## config.mk

```make
export PLATFORM = sky130hd
export DESIGN_NAME = dio_port
export DESIGN_NICKNAME = d
export VERILOG_FILES = /design/src/logic/dio_pkg.sv /design/src/logic/dio_sync_qual.sv /design/src/logic/dio_pwm.sv /design/src/logic/dio_port.sv
export SDC_FILE = /design/constraint.sdc
export NUM_CORES = 2
export LEC_CHECK = 0
export BUFFER_PORTS_ARGS = -buffer_cell sky130_fd_sc_hd__buf_2
export CAP_MARGIN = 20
export CORE_MARGIN = 2
export CORE_UTILIZATION = 28
export CTS_CLUSTER_DIAMETER = 200
export DETAILED_ROUTE_END_ITERATION = 16
export SETUP_SLACK_MARGIN = 0.4
export SLEW_MARGIN = 20
export SYNTH_ARGS = -nofsm -noshare
export SYNTH_HDL_FRONTEND = slang
export SYNTH_SLANG_ARGS = --single-unit
export TNS_END_PERCENT = 30
```

## constraint.sdc

```tcl
create_clock -name clk_i -period 9.8 [get_ports clk_i]
set_clock_uncertainty 0.2 [all_clocks]
set_input_delay 1.47 -clock clk_i [delete_from_list [all_inputs] [get_ports clk_i]]
set_output_delay 1.47 -clock clk_i [all_outputs]
set_load 0.05 [all_outputs]
```

## src/logic/dio_pkg.sv

```systemverilog
package dio_pkg;

  localparam int DIO_LINES = 7;

  // timing
  localparam int CLK_HZ          = 20_000_000;
  localparam int PULSE_LOW_NS    = 30_000;
  // driven pulse is exact, received pulse is a least width: both round up
  localparam int PULSE_LOW_CYC   = (PULSE_LOW_NS * (CLK_HZ / 1_000_000) + 999) / 1000;

  // wishbone register offsets (byte addresses)
  localparam logic [7:0] DIO_CFG_BASE   = 8'h00;  // 0x00..0x18, one per line
  localparam logic [7:0] DIO_OUTV_OFS   = 8'h20;
  localparam logic [7:0] DIO_INST_OFS   = 8'h24;
  localparam logic [7:0] DIO_PWMP_BASE  = 8'h40;  // period in cycles, 0x40..0x58
  localparam logic [7:0] DIO_PWML_BASE  = 8'h60;  // low time in cycles, 0x60..0x78
  localparam logic [7:0] DIO_EVT_OFS    = 8'h80;

  // line configuration register fields
  localparam int CFG_MODE_LSB = 0;   // [1:0] mode
  localparam int CFG_INV_BIT  = 2;
  localparam int CFG_PWM_BIT  = 3;   // output mode: 1 selects pwm
  localparam logic [3:0] CFG_RST = 4'h0;

  // 100 Hz, 10 % low at 20 MHz
  localparam logic [23:0] PWM_PER_RST = 24'd200000;
  localparam logic [23:0] PWM_LOW_RST = 24'd20000;

  // event register bits
  localparam int EVT_CLEAR_BIT = 0;
  localparam int EVT_TRIG_BIT  = 1;
  localparam int EVT_SON_BIT   = 2;
  localparam int EVT_SOFF_BIT  = 3;

  typedef enum logic [1:0] {
    DIO_MODE_DEFAULT = 2'h0,
    DIO_MODE_INPUT   = 2'h1,
    DIO_MODE_OUTPUT  = 2'h2
  } dio_mode_t;

  typedef struct packed {
    logic      pwm;
    logic      inv;
    dio_mode_t mode;
  } dio_cfg_t;

  typedef struct packed {
    logic [7:0]  adr;
    logic [31:0] dat;
    logic [3:0]  sel;
    logic        we;
    logic        cyc;
    logic        stb;
  } dio_wb_req_t;

endpackage

```

## src/logic/dio_sync_qual.sv

```systemverilog
`timescale 1ns/1ps
module dio_sync_qual
  import dio_pkg::*;
#(
  parameter int MIN_LOW = PULSE_LOW_CYC
) (
  // clock and reset
  input  wire logic clk_i,
  input  wire logic rst_i,
  // pin side
  input  wire logic pin_i,
  // clean level and qualified falling pulse
  output logic      level_o,
  output logic      pulse_o
);
  logic       s1_q, s2_q, s3_q;
  logic       lvl_q;
  logic [15:0] cnt_q;
  logic       done_q;
  wire        agree = (s2_q == s3_q);

  always_ff @(posedge clk_i) begin
    if (rst_i) begin
      s1_q <= 1'b1;
      s2_q <= 1'b1;
      s3_q <= 1'b1;
    end else begin
      s1_q <= pin_i;   // synchroniser ahead of any edge logic
      s2_q <= s1_q;
      s3_q <= s2_q;
    end
  end

  always_ff @(posedge clk_i) begin
    if (rst_i) begin
      lvl_q <= 1'b1;
    end else if (agree) begin
      lvl_q <= s3_q;
    end
  end

  // low must hold MIN_LOW cycles; pulse fires once at that moment
  always_ff @(posedge clk_i) begin
    if (rst_i) begin
      cnt_q   <= 16'h0000;
      done_q  <= 1'b0;
      pulse_o <= 1'b0;
    end else begin
      pulse_o <= 1'b0;
      if (lvl_q) begin
        cnt_q  <= 16'h0000;
        done_q <= 1'b0;
      end else if (!done_q) begin
        if (cnt_q == 16'(MIN_LOW - 1)) begin
          done_q  <= 1'b1;
          pulse_o <= 1'b1;
        end
        cnt_q <= cnt_q + 16'h0001;
      end
    end
  end

  assign level_o = lvl_q;
endmodule

```

## src/logic/dio_pwm.sv

```systemverilog
`timescale 1ns/1ps
module dio_pwm
  import dio_pkg::*;
#(
  parameter int W = 24
) (
  // clock and reset
  input  wire logic         clk_i,
  input  wire logic         rst_i,
  // settings
  input  wire logic [W-1:0] period_i,
  input  wire logic [W-1:0] low_i,
  input  wire logic         run_i,
  // waveform, high during the high part
  output logic              wave_o
);
  logic [W-1:0] cnt_q, per_q, low_q;
  // an idle line sits at a period end, so new settings load at once on entry
  wire          last = !run_i || (cnt_q >= per_q - W'(1)) || (per_q == '0);

  always_ff @(posedge clk_i) begin
    if (rst_i) begin
      cnt_q  <= '0;
      per_q  <= W'(PWM_PER_RST);
      low_q  <= W'(PWM_LOW_RST);
      wave_o <= 1'b1;
    end else begin
      if (last) begin
        cnt_q <= '0;
        per_q <= period_i;
        low_q <= low_i;
      end else begin
        cnt_q <= cnt_q + W'(1);
      end
      // low fraction comes first in each period
      wave_o <= !((last ? W'(0) : cnt_q + W'(1)) < (last ? low_i : low_q));
    end
  end
endmodule

```

## src/logic/dio_port.sv

```systemverilog
`timescale 1ns/1ps
// Function
// seven lines: default, input or output
// line1 clear pulse, 2 protect, 3 output
// line4 trigger in, line5 emergency inhibit
// line6 sync on, line7 sync off
// pulses are high to low transitions
// static output: true drives low
// input lines sampled, state readable
// pwm from period and low time
// per-line polarity inverts in and out
// inhibit active high, low when inverted
// received clear pulse low at least 30us; with inverted polarity the rising edge counts, unchecked for width
// line one bidirectional in default role
// valid clear pulse clears protection
// off-to-on without protection emits pulse
// driven pulse low for 30us
// protect indicator low while protected
// output indicator low while output on
// external trigger starts list or logging
// two-stage synchronise all external inputs
// pwm settings change at period end
module dio_port
  import dio_pkg::*;
#(
  parameter int N   = DIO_LINES,
  parameter int PW  = 24,
  parameter int PLC = PULSE_LOW_CYC
) (
  // clock and reset
  input  wire logic         clk_i,
  input  wire logic         rst_i,
  // wishbone slave
  input  wire logic [7:0]   wb_adr_i,
  input  wire logic [31:0]  wb_dat_i,
  input  wire logic [3:0]   wb_sel_i,
  input  wire logic         wb_we_i,
  input  wire logic         wb_cyc_i,
  input  wire logic         wb_stb_i,
  output logic [31:0]       wb_dat_o,
  output logic              wb_ack_o,
  // instrument state
  input  wire logic         protection_flag_i,
  input  wire logic         output_on_i,
  input  wire logic         ext_trig_sel_i,
  // instrument controls
  output logic              fault_reset_pulse_o,
  output logic              trig_start_o,
  output logic              emergency_inhibit_o,
  output logic              sync_on_o,
  output logic              sync_off_o,
  // port pins
  input  wire logic [N-1:0] pin_i,
  output logic [N-1:0]      pin_o,
  output logic [N-1:0]      pin_oe_o
);
  dio_cfg_t     cfg_q    [N];
  logic [PW-1:0] per_q   [N];
  logic [PW-1:0] low_q   [N];
  logic [N-1:0] outv_q;
  logic [3:0]   evt_q;
  logic [N-1:0] lvl, pul, pwm_w;
  logic [N-1:0] pin_d;
  logic [N-1:0] oe_d;
  logic         on_q;
  logic [15:0]  tx_cnt_q;
  logic         tx_act_q;
  logic [7:0]   rx_blank_q;
  logic [N-1:0] pwm_run;


  // register access
  // map: cfg 0x00+4i, static values 0x20, input state 0x24,
  // pwm period 0x40+4i, pwm low 0x60+4i, events 0x80; byte lanes other
  // than sel[0] are not decoded
  wire        req    = wb_cyc_i && wb_stb_i && !wb_ack_o;
  wire        wr     = req && wb_we_i && wb_sel_i[0];
  wire [7:0]  ofs    = wb_adr_i & 8'hfc;
  wire [2:0]  idx    = ofs[4:2];
  wire        in_rng = (idx < 3'(N));
  wire        hit_cfg  = (ofs[7:5] == 3'h0) && in_rng;
  wire        hit_per  = (ofs[7:5] == 3'h2) && in_rng;
  wire        hit_low  = (ofs[7:5] == 3'h3) && in_rng;
  wire        hit_outv = (ofs == DIO_OUTV_OFS);
  wire        hit_inst = (ofs == DIO_INST_OFS);
  wire        hit_evt  = (ofs == DIO_EVT_OFS);
  // write strobes; pwm fields are whole words and ignore sel
  wire        wr_cfg   = wr && hit_cfg;
  wire        wr_outv  = wr && hit_outv;
  wire        wr_evt   = wr && hit_evt;
  wire        wr_per   = req && wb_we_i && hit_per;
  wire        wr_low   = req && wb_we_i && hit_low;

  function automatic logic is_mode(dio_cfg_t c, dio_mode_t m);
    return c.mode == m;
  endfunction

  // polarity applied to received levels, giving logical value (1 = active)
  logic [N-1:0] act;
  always_comb begin
    for (int i = 0; i < N; i++) begin
      act[i] = lvl[i] ^ cfg_q[i].inv;
    end
  end

  // unmapped offsets read zero and drop writes
  logic [31:0] rd;
  always_comb begin
    rd = 32'h0000_0000;
    if (hit_cfg) rd = {28'h0, cfg_q[idx]};
    else if (hit_per) rd = 32'(per_q[idx]);
    else if (hit_low) rd = 32'(low_q[idx]);
    else if (hit_outv) rd = 32'(outv_q);
    else if (hit_inst) rd = 32'(act);
    else if (hit_evt) rd = {28'h0, evt_q};
  end

  genvar g;
  generate
    for (g = 0; g < N; g++) begin : g_line
      dio_sync_qual #(.MIN_LOW(PLC)) u_sq (
        .clk_i   (clk_i),
        .rst_i   (rst_i),
        .pin_i   (pin_i[g]),
        .level_o (lvl[g]),
        .pulse_o (pul[g])
      );
      // generator only runs while its line actually shows the waveform
      assign pwm_run[g] = is_mode(cfg_q[g], DIO_MODE_OUTPUT) && cfg_q[g].pwm;
      dio_pwm #(.W(PW)) u_pwm (
        .clk_i    (clk_i),
        .rst_i    (rst_i),
        .period_i (per_q[g]),
        .low_i    (low_q[g]),
        .run_i    (pwm_run[g]),
        .wave_o   (pwm_w[g])
      );
    end
  endgenerate

  always_ff @(posedge clk_i) begin
    if (rst_i) begin
      for (int i = 0; i < N; i++) begin
        cfg_q[i] <= dio_cfg_t'(CFG_RST);
        per_q[i] <= PW'(PWM_PER_RST);
        low_q[i] <= PW'(PWM_LOW_RST);
      end
      outv_q <= '0;
    end else begin
      if (wr_cfg) cfg_q[idx] <= dio_cfg_t'(wb_dat_i[3:0]);
      if (wr_outv) outv_q <= wb_dat_i[N-1:0];
      if (wr_per) per_q[idx] <= PW'(wb_dat_i);
      if (wr_low) low_q[idx] <= PW'(wb_dat_i);
    end
  end

  // bus answer: one wait state, ack and data stand for one cycle
  always_ff @(posedge clk_i) begin
    if (rst_i) begin
      wb_ack_o <= 1'b0;
      wb_dat_o <= 32'h0000_0000;
    end else begin
      wb_ack_o <= req;
      wb_dat_o <= req ? rd : 32'h0000_0000;
    end
  end

  // qualified falling pulses on default-role lines; inverted polarity
  // makes the rising edge the event, taken here from the clean level
  logic [N-1:0] lvl_q;
  logic [N-1:0] ev;
  // reset high matches the idle pull-up, so no false edge follows reset
  always_ff @(posedge clk_i) begin
    if (rst_i) lvl_q <= '1;
    else lvl_q <= lvl;
  end
  always_comb begin
    for (int i = 0; i < N; i++) begin
      ev[i] = is_mode(cfg_q[i], DIO_MODE_DEFAULT) &&
              (cfg_q[i].inv ? (lvl[i] && !lvl_q[i]) : pul[i]);
    end
  end

  // our own pulse comes back through the synchroniser and the width check
  // after the drive is released, so line one stays deaf for a short tail
  always_ff @(posedge clk_i) begin
    if (rst_i) rx_blank_q <= 8'h00;
    else rx_blank_q <= {rx_blank_q[6:0], tx_act_q};
  end
  wire       line1_rx = ev[0] && !tx_act_q && !(|rx_blank_q);
  wire [3:0] evt_set  = {ev[6], ev[5], ev[3], line1_rx};
  wire [3:0] evt_clr  = wr_evt ? wb_dat_i[3:0] : 4'h0;

  // set wins over software clear
  always_ff @(posedge clk_i) begin
    if (rst_i) begin
      evt_q <= 4'h0;
    end else begin
      evt_q <= (evt_q & ~evt_clr) | evt_set;
    end
  end

  // line one transmit pulse on output switch off-to-on
  wire on_rise = output_on_i && !on_q;
  // a second rise inside a running pulse is dropped, not queued
  wire tx_go   = !tx_act_q && on_rise && !protection_flag_i &&
                 is_mode(cfg_q[0], DIO_MODE_DEFAULT);

  always_ff @(posedge clk_i) begin
    if (rst_i) on_q <= 1'b0;
    else on_q <= output_on_i;
  end

  // counter runs while the pulse stands; low width is PLC cycles exactly
  always_ff @(posedge clk_i) begin
    if (rst_i) begin
      tx_act_q <= 1'b0;
      tx_cnt_q <= 16'h0000;
    end else begin
      if (tx_go) begin
        tx_act_q <= 1'b1;
        tx_cnt_q <= 16'(PLC - 1);
      end else if (tx_act_q) begin
        if (tx_cnt_q == 16'h0000) tx_act_q <= 1'b0;
        tx_cnt_q <= tx_cnt_q - 16'h0001;
      end
    end
  end

  wire clr_d  = line1_rx && protection_flag_i;
  wire trig_d = ev[3] && ext_trig_sel_i;
  wire inh_d  = is_mode(cfg_q[4], DIO_MODE_DEFAULT) && act[4];

  // instrument-side controls
  always_ff @(posedge clk_i) begin
    if (rst_i) begin
      fault_reset_pulse_o <= 1'b0;
      trig_start_o        <= 1'b0;
      sync_on_o           <= 1'b0;
      sync_off_o          <= 1'b0;
    end else begin
      fault_reset_pulse_o <= clr_d;
      trig_start_o        <= trig_d;
      sync_on_o           <= ev[5];
      sync_off_o          <= ev[6];
    end
  end

  // inhibit is a level and follows line five for as long as it stands
  always_ff @(posedge clk_i) begin
    if (rst_i) emergency_inhibit_o <= 1'b0;
    else emergency_inhibit_o <= inh_d;
  end

  // pin drive: compute active-low logical level, then polarity
  always_comb begin
    for (int i = 0; i < N; i++) begin
      pin_d[i] = 1'b1;
      oe_d[i]  = 1'b0;
      unique case (cfg_q[i].mode)
        DIO_MODE_OUTPUT: begin
          oe_d[i]  = 1'b1;
          pin_d[i] = cfg_q[i].pwm ? pwm_w[i] : !outv_q[i];
        end
        DIO_MODE_DEFAULT: begin
          if (i == 0) begin
            oe_d[i]  = tx_act_q;
            pin_d[i] = 1'b0;
          end else if (i == 1) begin
            oe_d[i]  = 1'b1;
            pin_d[i] = !protection_flag_i;
          end else if (i == 2) begin
            oe_d[i]  = 1'b1;
            pin_d[i] = !output_on_i;
          end
        end
        default: begin
          oe_d[i]  = 1'b0;   // input mode and the unused code listen only
          pin_d[i] = 1'b1;
        end
      endcase
      if (cfg_q[i].inv) pin_d[i] = !pin_d[i];
    end
  end

  always_ff @(posedge clk_i) begin
    if (rst_i) begin
      pin_o    <= '1;
      pin_oe_o <= '0;
    end else begin
      pin_o    <= pin_d;
      pin_oe_o <= oe_d;
    end
  end

endmodule

```

## After elaboration in Yosys (flattened, before gate mapping)

Memory sizes are Yosys's and may differ from the RTL's. A register that Yosys moved wholly into a read port is not among the register bits.
Cells that the tools add are included.

| cells by class | value |
|---|---|
| add/subtract/negate cells | 19 |
| $lt $le $gt $ge | 15 |
| eq/ne operators | 23 |
| muxes and demuxes | 86 |
| bitwise operators | 11 |
| reductions and logical operators | 123 |

Operator list:

| operator | number |
|---|---|
| 24-bit two-way mux | 18 |
| 24-bit by 1-bit adder with 24-bit output (second input constant) | 7 |
| 24-bit >= comparator | 7 |
| 24-bit logical NOT | 7 |
| 24-bit less-than comparator | 7 |
| 24-bit by 1-bit subtractor with 24-bit output (second input constant) | 7 |
| 16-bit by 1-bit adder with 16-bit output (second input constant) | 4 |
| 16-bit by 10-bit equality test with 1-bit output (second input constant) | 4 |
| 1-bit two-way mux | 53 |
| 24-bit OR reduction | 2 |
| 1-bit logical NOT | 38 |
| 1-bit logical AND | 36 |
| 10-bit two-way mux | 2 |
| 16-bit logical NOT | 1 |
| 4-bit two-way mux | 4 |
| 2-bit OR reduction | 8 |
| 16-bit by 1-bit subtractor with 16-bit output (second input constant) | 1 |
| 3-bit OR reduction | 5 |
| 2-bit equality test (second input constant) | 7 |
| 2-bit logical NOT | 7 |
| 1-bit logical OR | 14 |
| 7-bit two-way mux | 2 |
| 6-bit by 4-bit equality test with 1-bit output (second input constant) | 2 |
| 3-bit two-way mux | 3 |
| 15 further kinds | 31 |

| storage, ports and cells | value |
|---|---|
| register bits | 539 |
| RAM bits | 364 |
| bits of input ports | 59 |
| output and inout port bits | 52 |
| memories | 3 |

Memories:

| memory | words | bits a word | read ports | clocked after memory_dff | wr ports | RTL line | text |
|---|---|---|---|---|---|---|---|
| low_q | 7 | 24 | 8 | 0 | 7 | dio_port.sv:59 | `logic [PW-1:0] low_q [N];` |
| per_q | 7 | 24 | 8 | 7 | 7 | dio_port.sv:58 | `logic [PW-1:0] per_q [N];` |
| cfg_q | 7 | 4 | 8 | 0 | 7 | dio_port.sv:57 | `dio_cfg_t cfg_q [N];` |

## Depth between registers and ports, before layout

| depth | value |
|---|---|
| depth in word-level cells | 10 |
| mapped depth | 25 |
| depth with buffers taken out | 22 |

## By module

A second synthesis with hierarchy kept.

| second synthesis, totals | value |
|---|---|
| cell total of the unflattened synthesis | 5922 |
| area, all modules | 58549.9 sq um |

By module, submodules not included:

| module | times used | cells each | area each (sq um) | sequential area each (sq um) |
|---|---|---|---|---|
| dio_port | 1 | 1677 | 21624.5 | 13553.0 |
| dio_pwm (g_line[2].u_pwm ...) | 5 | 504 | 4279.1 | 1461.4 |
| dio_sync_qual (g_line[0].u_sq ...) | 6 | 101 | 998.5 | 440.4 |
| dio_pwm (g_line[1].u_pwm) | 1 | 504 | 4275.4 | 1461.4 |
| dio_pwm (g_line[0].u_pwm) | 1 | 505 | 4250.3 | 1461.4 |
| dio_sync_qual (g_line[6].u_sq) | 1 | 110 | 1013.5 | 440.4 |

## Least setup slack after synthesis

OpenSTA, ideal clock, no wires.

| timing path | value |
|---|---|
| path kind | reg-to-reg |
| start | register g_line[6].u_pwm.per_q[2] (read register of per_q) |
| end | register g_line[6].u_pwm.wave_o |
| arrival time | 5.376 ns |
| path slack | 4.091 ns |
| cell stages (with the launch flop) | 24 |
| path buffers | 2 |
| period minus slack after synthesis | 5.709 ns |
| cells stage by stage | dfxtp_1 > or4_1 > or3_1 > or2_2 > clkbuf_1 > or2_1 > nor4_1 > xnor2_1 > ha_1 > a21oi_1 > nand2_1 > a221oi_1 > o41ai_1 > nor2_1 > buf_2 > mux2i_1 > ha_1 > a21o_1 > a21o_1 > a2111oi_0 > o21bai_1 > a21oi_1 > o2bb2ai_1 > a31oi_1 |

| between the ends | value |
|---|---|
| cells in the longest elaborated chain, start to end | 7 |

Ends and longest elaborated chain:

| item | RTL line | text |
|---|---|---|
| from (decl) | dio_pwm.sv:17 | `logic [W-1:0] cnt_q, per_q, low_q;` |
| 24-bit by 1-bit subtractor with 24-bit output | dio_pwm.sv:19 | `wire last = !run_i \|\| (cnt_q >= per_q - W'(1)) \|\| (per_q == '0);` |
| 24-bit >= comparator | dio_pwm.sv:19 |  |
| 1-bit logical OR | dio_pwm.sv:19 |  |
| 1-bit logical OR * | dio_pwm.sv:19 |  |
| 24-bit two-way mux | dio_pwm.sv:36 | `wave_o <= !((last ? W'(0) : cnt_q + W'(1)) < (last ? low_i : low_q));` |
| 24-bit less-than comparator * | dio_pwm.sv:36 |  |
| 1-bit logical NOT * | dio_pwm.sv:36 |  |
| to (signal assigned) | dio_pwm.sv:36 |  |
| to (decl) | dio_pwm.sv:15 | `output logic wave_o` |

Every way passes the cells marked *; elsewhere a longest branch is shown, timed or not.
A chain may end at the register's enable or synchronous reset.

## Final worst setup path

| timing path | value |
|---|---|
| start | register g_line[0].u_pwm.per_q[3] (read register of per_q) |
| end | register g_line[0].u_pwm.wave_o |

| between the ends | value |
|---|---|
| cells in the longest elaborated chain, start to end | 7 |

Ends and longest elaborated chain:

| item | RTL line |
|---|---|
| from (decl) | dio_pwm.sv:17 |
| 24-bit by 1-bit subtractor with 24-bit output | dio_pwm.sv:19 |
| 24-bit >= comparator | dio_pwm.sv:19 |
| 1-bit logical OR | dio_pwm.sv:19 |
| 1-bit logical OR * | dio_pwm.sv:19 |
| 24-bit two-way mux | dio_pwm.sv:36 |
| 24-bit less-than comparator * | dio_pwm.sv:36 |
| 1-bit logical NOT * | dio_pwm.sv:36 |
| to (signal assigned) | dio_pwm.sv:36 |
| to (decl) | dio_pwm.sv:15 |

Marked as above.

==> reports/results.ini <==
[outcome]
status = completed

[sta]
slew-limit-headroom = 0.2588
hold_violations = 0
slew_viol_final = 0
fmax_mhz = 141.3
grt_setup_unrepaired = false
worst_pin_slew_ns = 1.102
period_needed_ns = 7.079
setup_viol_count_final = 0
tns_ns = 0
fin_crit_sh = 0.7223

[worst_setup_path]
crit_path_top_delay_cell = nor2_4
cp-start-kind = flop
reg2reg_from = g_line[0].u_pwm.per_q[3]$_SDFFE_PP0N_
r2r_end = g_line[0].u_pwm.wave_o$_SDFF_PP1_
critPathMaxStageDelay_ns = 0.79
r2r_slack_ns = 2.72
critical_path_arrival_ns = 7.52
worstPathRequired_ns = 10.24
worstSetupPathType = reg2reg
worstPathMaxFanout = 38
ff2ff_path_depth = 21
crit_start = g_line[0].u_pwm.per_q[3]$_SDFFE_PP0N_
crit_path_end = g_line[0].u_pwm.wave_o$_SDFF_PP1_
path_cells = nor4_1, nand2_1, nor3_1, nand2_1, or2_2, nor2_1, xnor2_1, ha_1, nand4bb_1, a221oi_1, o41ai_4, nor2_4, buf_4, mux2i_1, ha_1, a21o_1, a21o_1, a2111oi_0, o211ai_1, nor3_1, a21oi_1
endpoint_kind = flop

[cells_and_area]
stdcell_count = 8239
fin_nets = 5988
syn_to_final_growth_pct = 13.81
drive_gt1_frac = 0.09417

[logic_synthesis]
yosysWarnings = 0
yosys.area.top_type = dfxtp_1
synthTopCellsByCount = nor2_1, dfxtp_1, nand2_1
synth_top_family_by_area = simple AND/OR/NAND/NOR gates
synth_compound_area_frac = 0.06163
synth.most_common_cell = nor2_1
ys_types = 77
synthCells = 5536
ys_ff_latch = 1112
synthTopCellsByArea = dfxtp_1, edfxtp_1, ha_1
synthSimpleGateAreaFrac = 0.2013
synth_xor_area_frac = 0.06192
synth_top_area_frac = 0.2743
synth.avg_cell_area_sq_um = 9.862
synthAdderAreaFrac = 0.08136
synth.area.mux_share = 0.08927
synth-edff-count = 364
syn-cell-area_sq_um = 54590
ys_async_sr_fraction = 0
ys_seq_area_frac = 0.4745
synth_ff_type = dfxtp_1

[floorplan]
io_pins = 111
start_util = 0.2809
row_count = 162
fp.dieArea_sq_um = 198500
fp.dieW_um = 445.6
die_h_um = 445.6
coreArea_sq_um = 194400

[global_routing]
antenna_found_initial = 28
grt_max_degree = 165
grtUsageMet3 = 0.03350
grt_overflow_total = 0
grt-busiest-layer = met2
grt_pass1_vias = 39761
met1_usage = 0.2244
grt_usage = 0.1734
grtUsageMet2 = 0.2743
grt_pass1_wl_mm = 258.3

[clock_tree]
clock-sinks = 1112
cts_resized = 0
clkTransAtPathRegs_ns = 0.06
cts_tree = yes
htreeDepth = 3
clk_latency_ns = 0.80
cts_hold_buf = 0
postCtsSetupRepairBufs = 0
clockBufferDepth = 3
cts_root_buf = clkbuf_16
cts_buffers = 121

[min_path]
min_path_type = reg2reg

[routing]
wirelength_mm = 176.8
via_count = 41615
firstDrtPassIters = 6
via_per_inst = 5.051
drc = 0
ant_nets = 0
drtIter0Drc = 4063
wl_per_cell_um = 21.45

[power_and_ir_drop]
leakage_nw = 23.26
internal_power_mw = 7.883
pwr-share-seq = 0.477
ir_drop_v = 0.0001662
power_density_nw_per_um2 = 168.3
p_sw_mw = 2.575
pwr-share-clk = 0.467
p_comb_frac = 0.056
switching_share = 0.2463

[placed_design]
placedCellCount = 7993
gp_congestion = 0.9312
dp_hpwl_mm = 133.3
portBuffers = 89

[run]
maxCapViolations = 0

## cells by family (layout without fill, tap and decap cells)
| group | count (synthesis) | count (layout) |
|---|---|---|
| AO/OA/AOI/OAI | 547 | 547 |
| XOR/XNOR | 386 | 386 |
| adder cells (fa/ha/maj) | 355 | 355 |
| buffers and inverters | 408 | 494 |
| flip-flops | 1112 | 1112 |
| multiplexers | 352 | 352 |
| other | 1 | 76 |
| AND/OR/NAND/NOR | 2375 | 2375 |
## sequential cells by signal (all words and copies together), names as in the netlist, 8 cells and up
register and count:
g_line.u_pwm.per_q 168, g_line.u_pwm.low_q 168, per_q 192, wb_dat_o 24, g_line.u_pwm.cnt_q 168, low_q 192
rx_blank_q 8, tx_cnt_q 16, cfg_q 32, g_line.u_sq.cnt_q 64
## power by group through the flow
| stage | clock (mW) | combinational [mW] | sequential [mW] |
|---|---|---|---|
| floorplan | 0 | 0.393 | 5.03 |
| finish | 4.89 | 0.588 | 4.99 |
| global placement | 0 | 0.572 | 5.08 |
| global route | 5.14 | 0.633 | 4.99 |
| detailed placement | 0 | 0.581 | 5.08 |
| CTS | 4.96 | 0.585 | 4.98 |
## per-stage QoR
step           hold WS, ns  setup slack (ns)    util  power (mW)  cell area [sq um]
6_report            0.2186             2.721  0.3196       10.46              62130
5_1_grt             0.2413             2.217  0.3195       10.77              62110
4_1_cts             0.2246             2.810  0.3194       10.52              62090
3_5_place_dp        0.2134             2.873  0.2974       5.663              57810
3_3_place_gp        0.2041             2.847  0.2973       5.650              57800
2_1_floorplan       0.1895             4.091       -       5.419              54820
## area by class of cell
class	count	area, sq um
sequential	1112	25900
timing repair buffer	137	843.3
clock buffer	145	3259
multi-input combinational	4075	27410
antenna	16	40.04
clock inverter	85	1020
inverter	127	481.7
fill	19686	132200
tap	2542	3181
## per-layer routing
| metal | up-vias | routed length, um |
|---|---|---|
| met5 | - | 77 |
| met2 | 1585 | 79750 |
| li1 | 19418 | - |
| met4 | 12 | 9594 |
| met1 | 20270 | 72440 |
| met3 | 330 | 14900 |
## how the worst min path moves through the flow
stage | slack [ns] | to | start | cells after the start
after floorplan | 0.19 | g_line[0].u_sq.s2_q$_SDFF_PP1_ | g_line[0].u_sq.s1_q$_SDFF_PP1_ | 1
after global placement | 0.20 | g_line[2].u_sq.s2_q$_SDFF_PP1_ | g_line[2].u_sq.s1_q$_SDFF_PP1_ | 1
after detailed placement | 0.21 | g_line[1].u_sq.s2_q$_SDFF_PP1_ | g_line[1].u_sq.s1_q$_SDFF_PP1_ | 1
after CTS | 0.22 | g_line[1].u_sq.s2_q$_SDFF_PP1_ | g_line[1].u_sq.s1_q$_SDFF_PP1_ | 1
after global routing | 0.24 | g_line[1].u_sq.s2_q$_SDFF_PP1_ | g_line[1].u_sq.s1_q$_SDFF_PP1_ | 1
final | 0.22 | g_line[1].u_sq.s2_q$_SDFF_PP1_ | g_line[1].u_sq.s1_q$_SDFF_PP1_ | 1
## placed cells by master, fill, tap and decap left out, drive strengths merged, types with 51 or more instances in the layout
cell type	instances
xnor2	196
mux2i	239
ha	355
nor2	802
nor4	51
conb	60
inv	133
edfxtp	364
clkbuf	145
nand3	180
nand2	686
a21oi	282
nor3	107
and2	151
dfxtp	748
xor2	190
buf	137
mux4	107
nand4	98
o21ai	76
and3	56
## critical path: cells and delay by family, from the launching register on
family / cells / cell delay (ns)
mux: 1 / 0.31
flops: 1 / 0.35
xor+xnor: 1 / 0.08
simple gates: 9 / 3.20
buf+inv: 1 / 0.36
compound gates: 7 / 1.82
fa+ha+maj: 2 / 0.64
No activity file was read; power rests on OpenSTA's default activity.
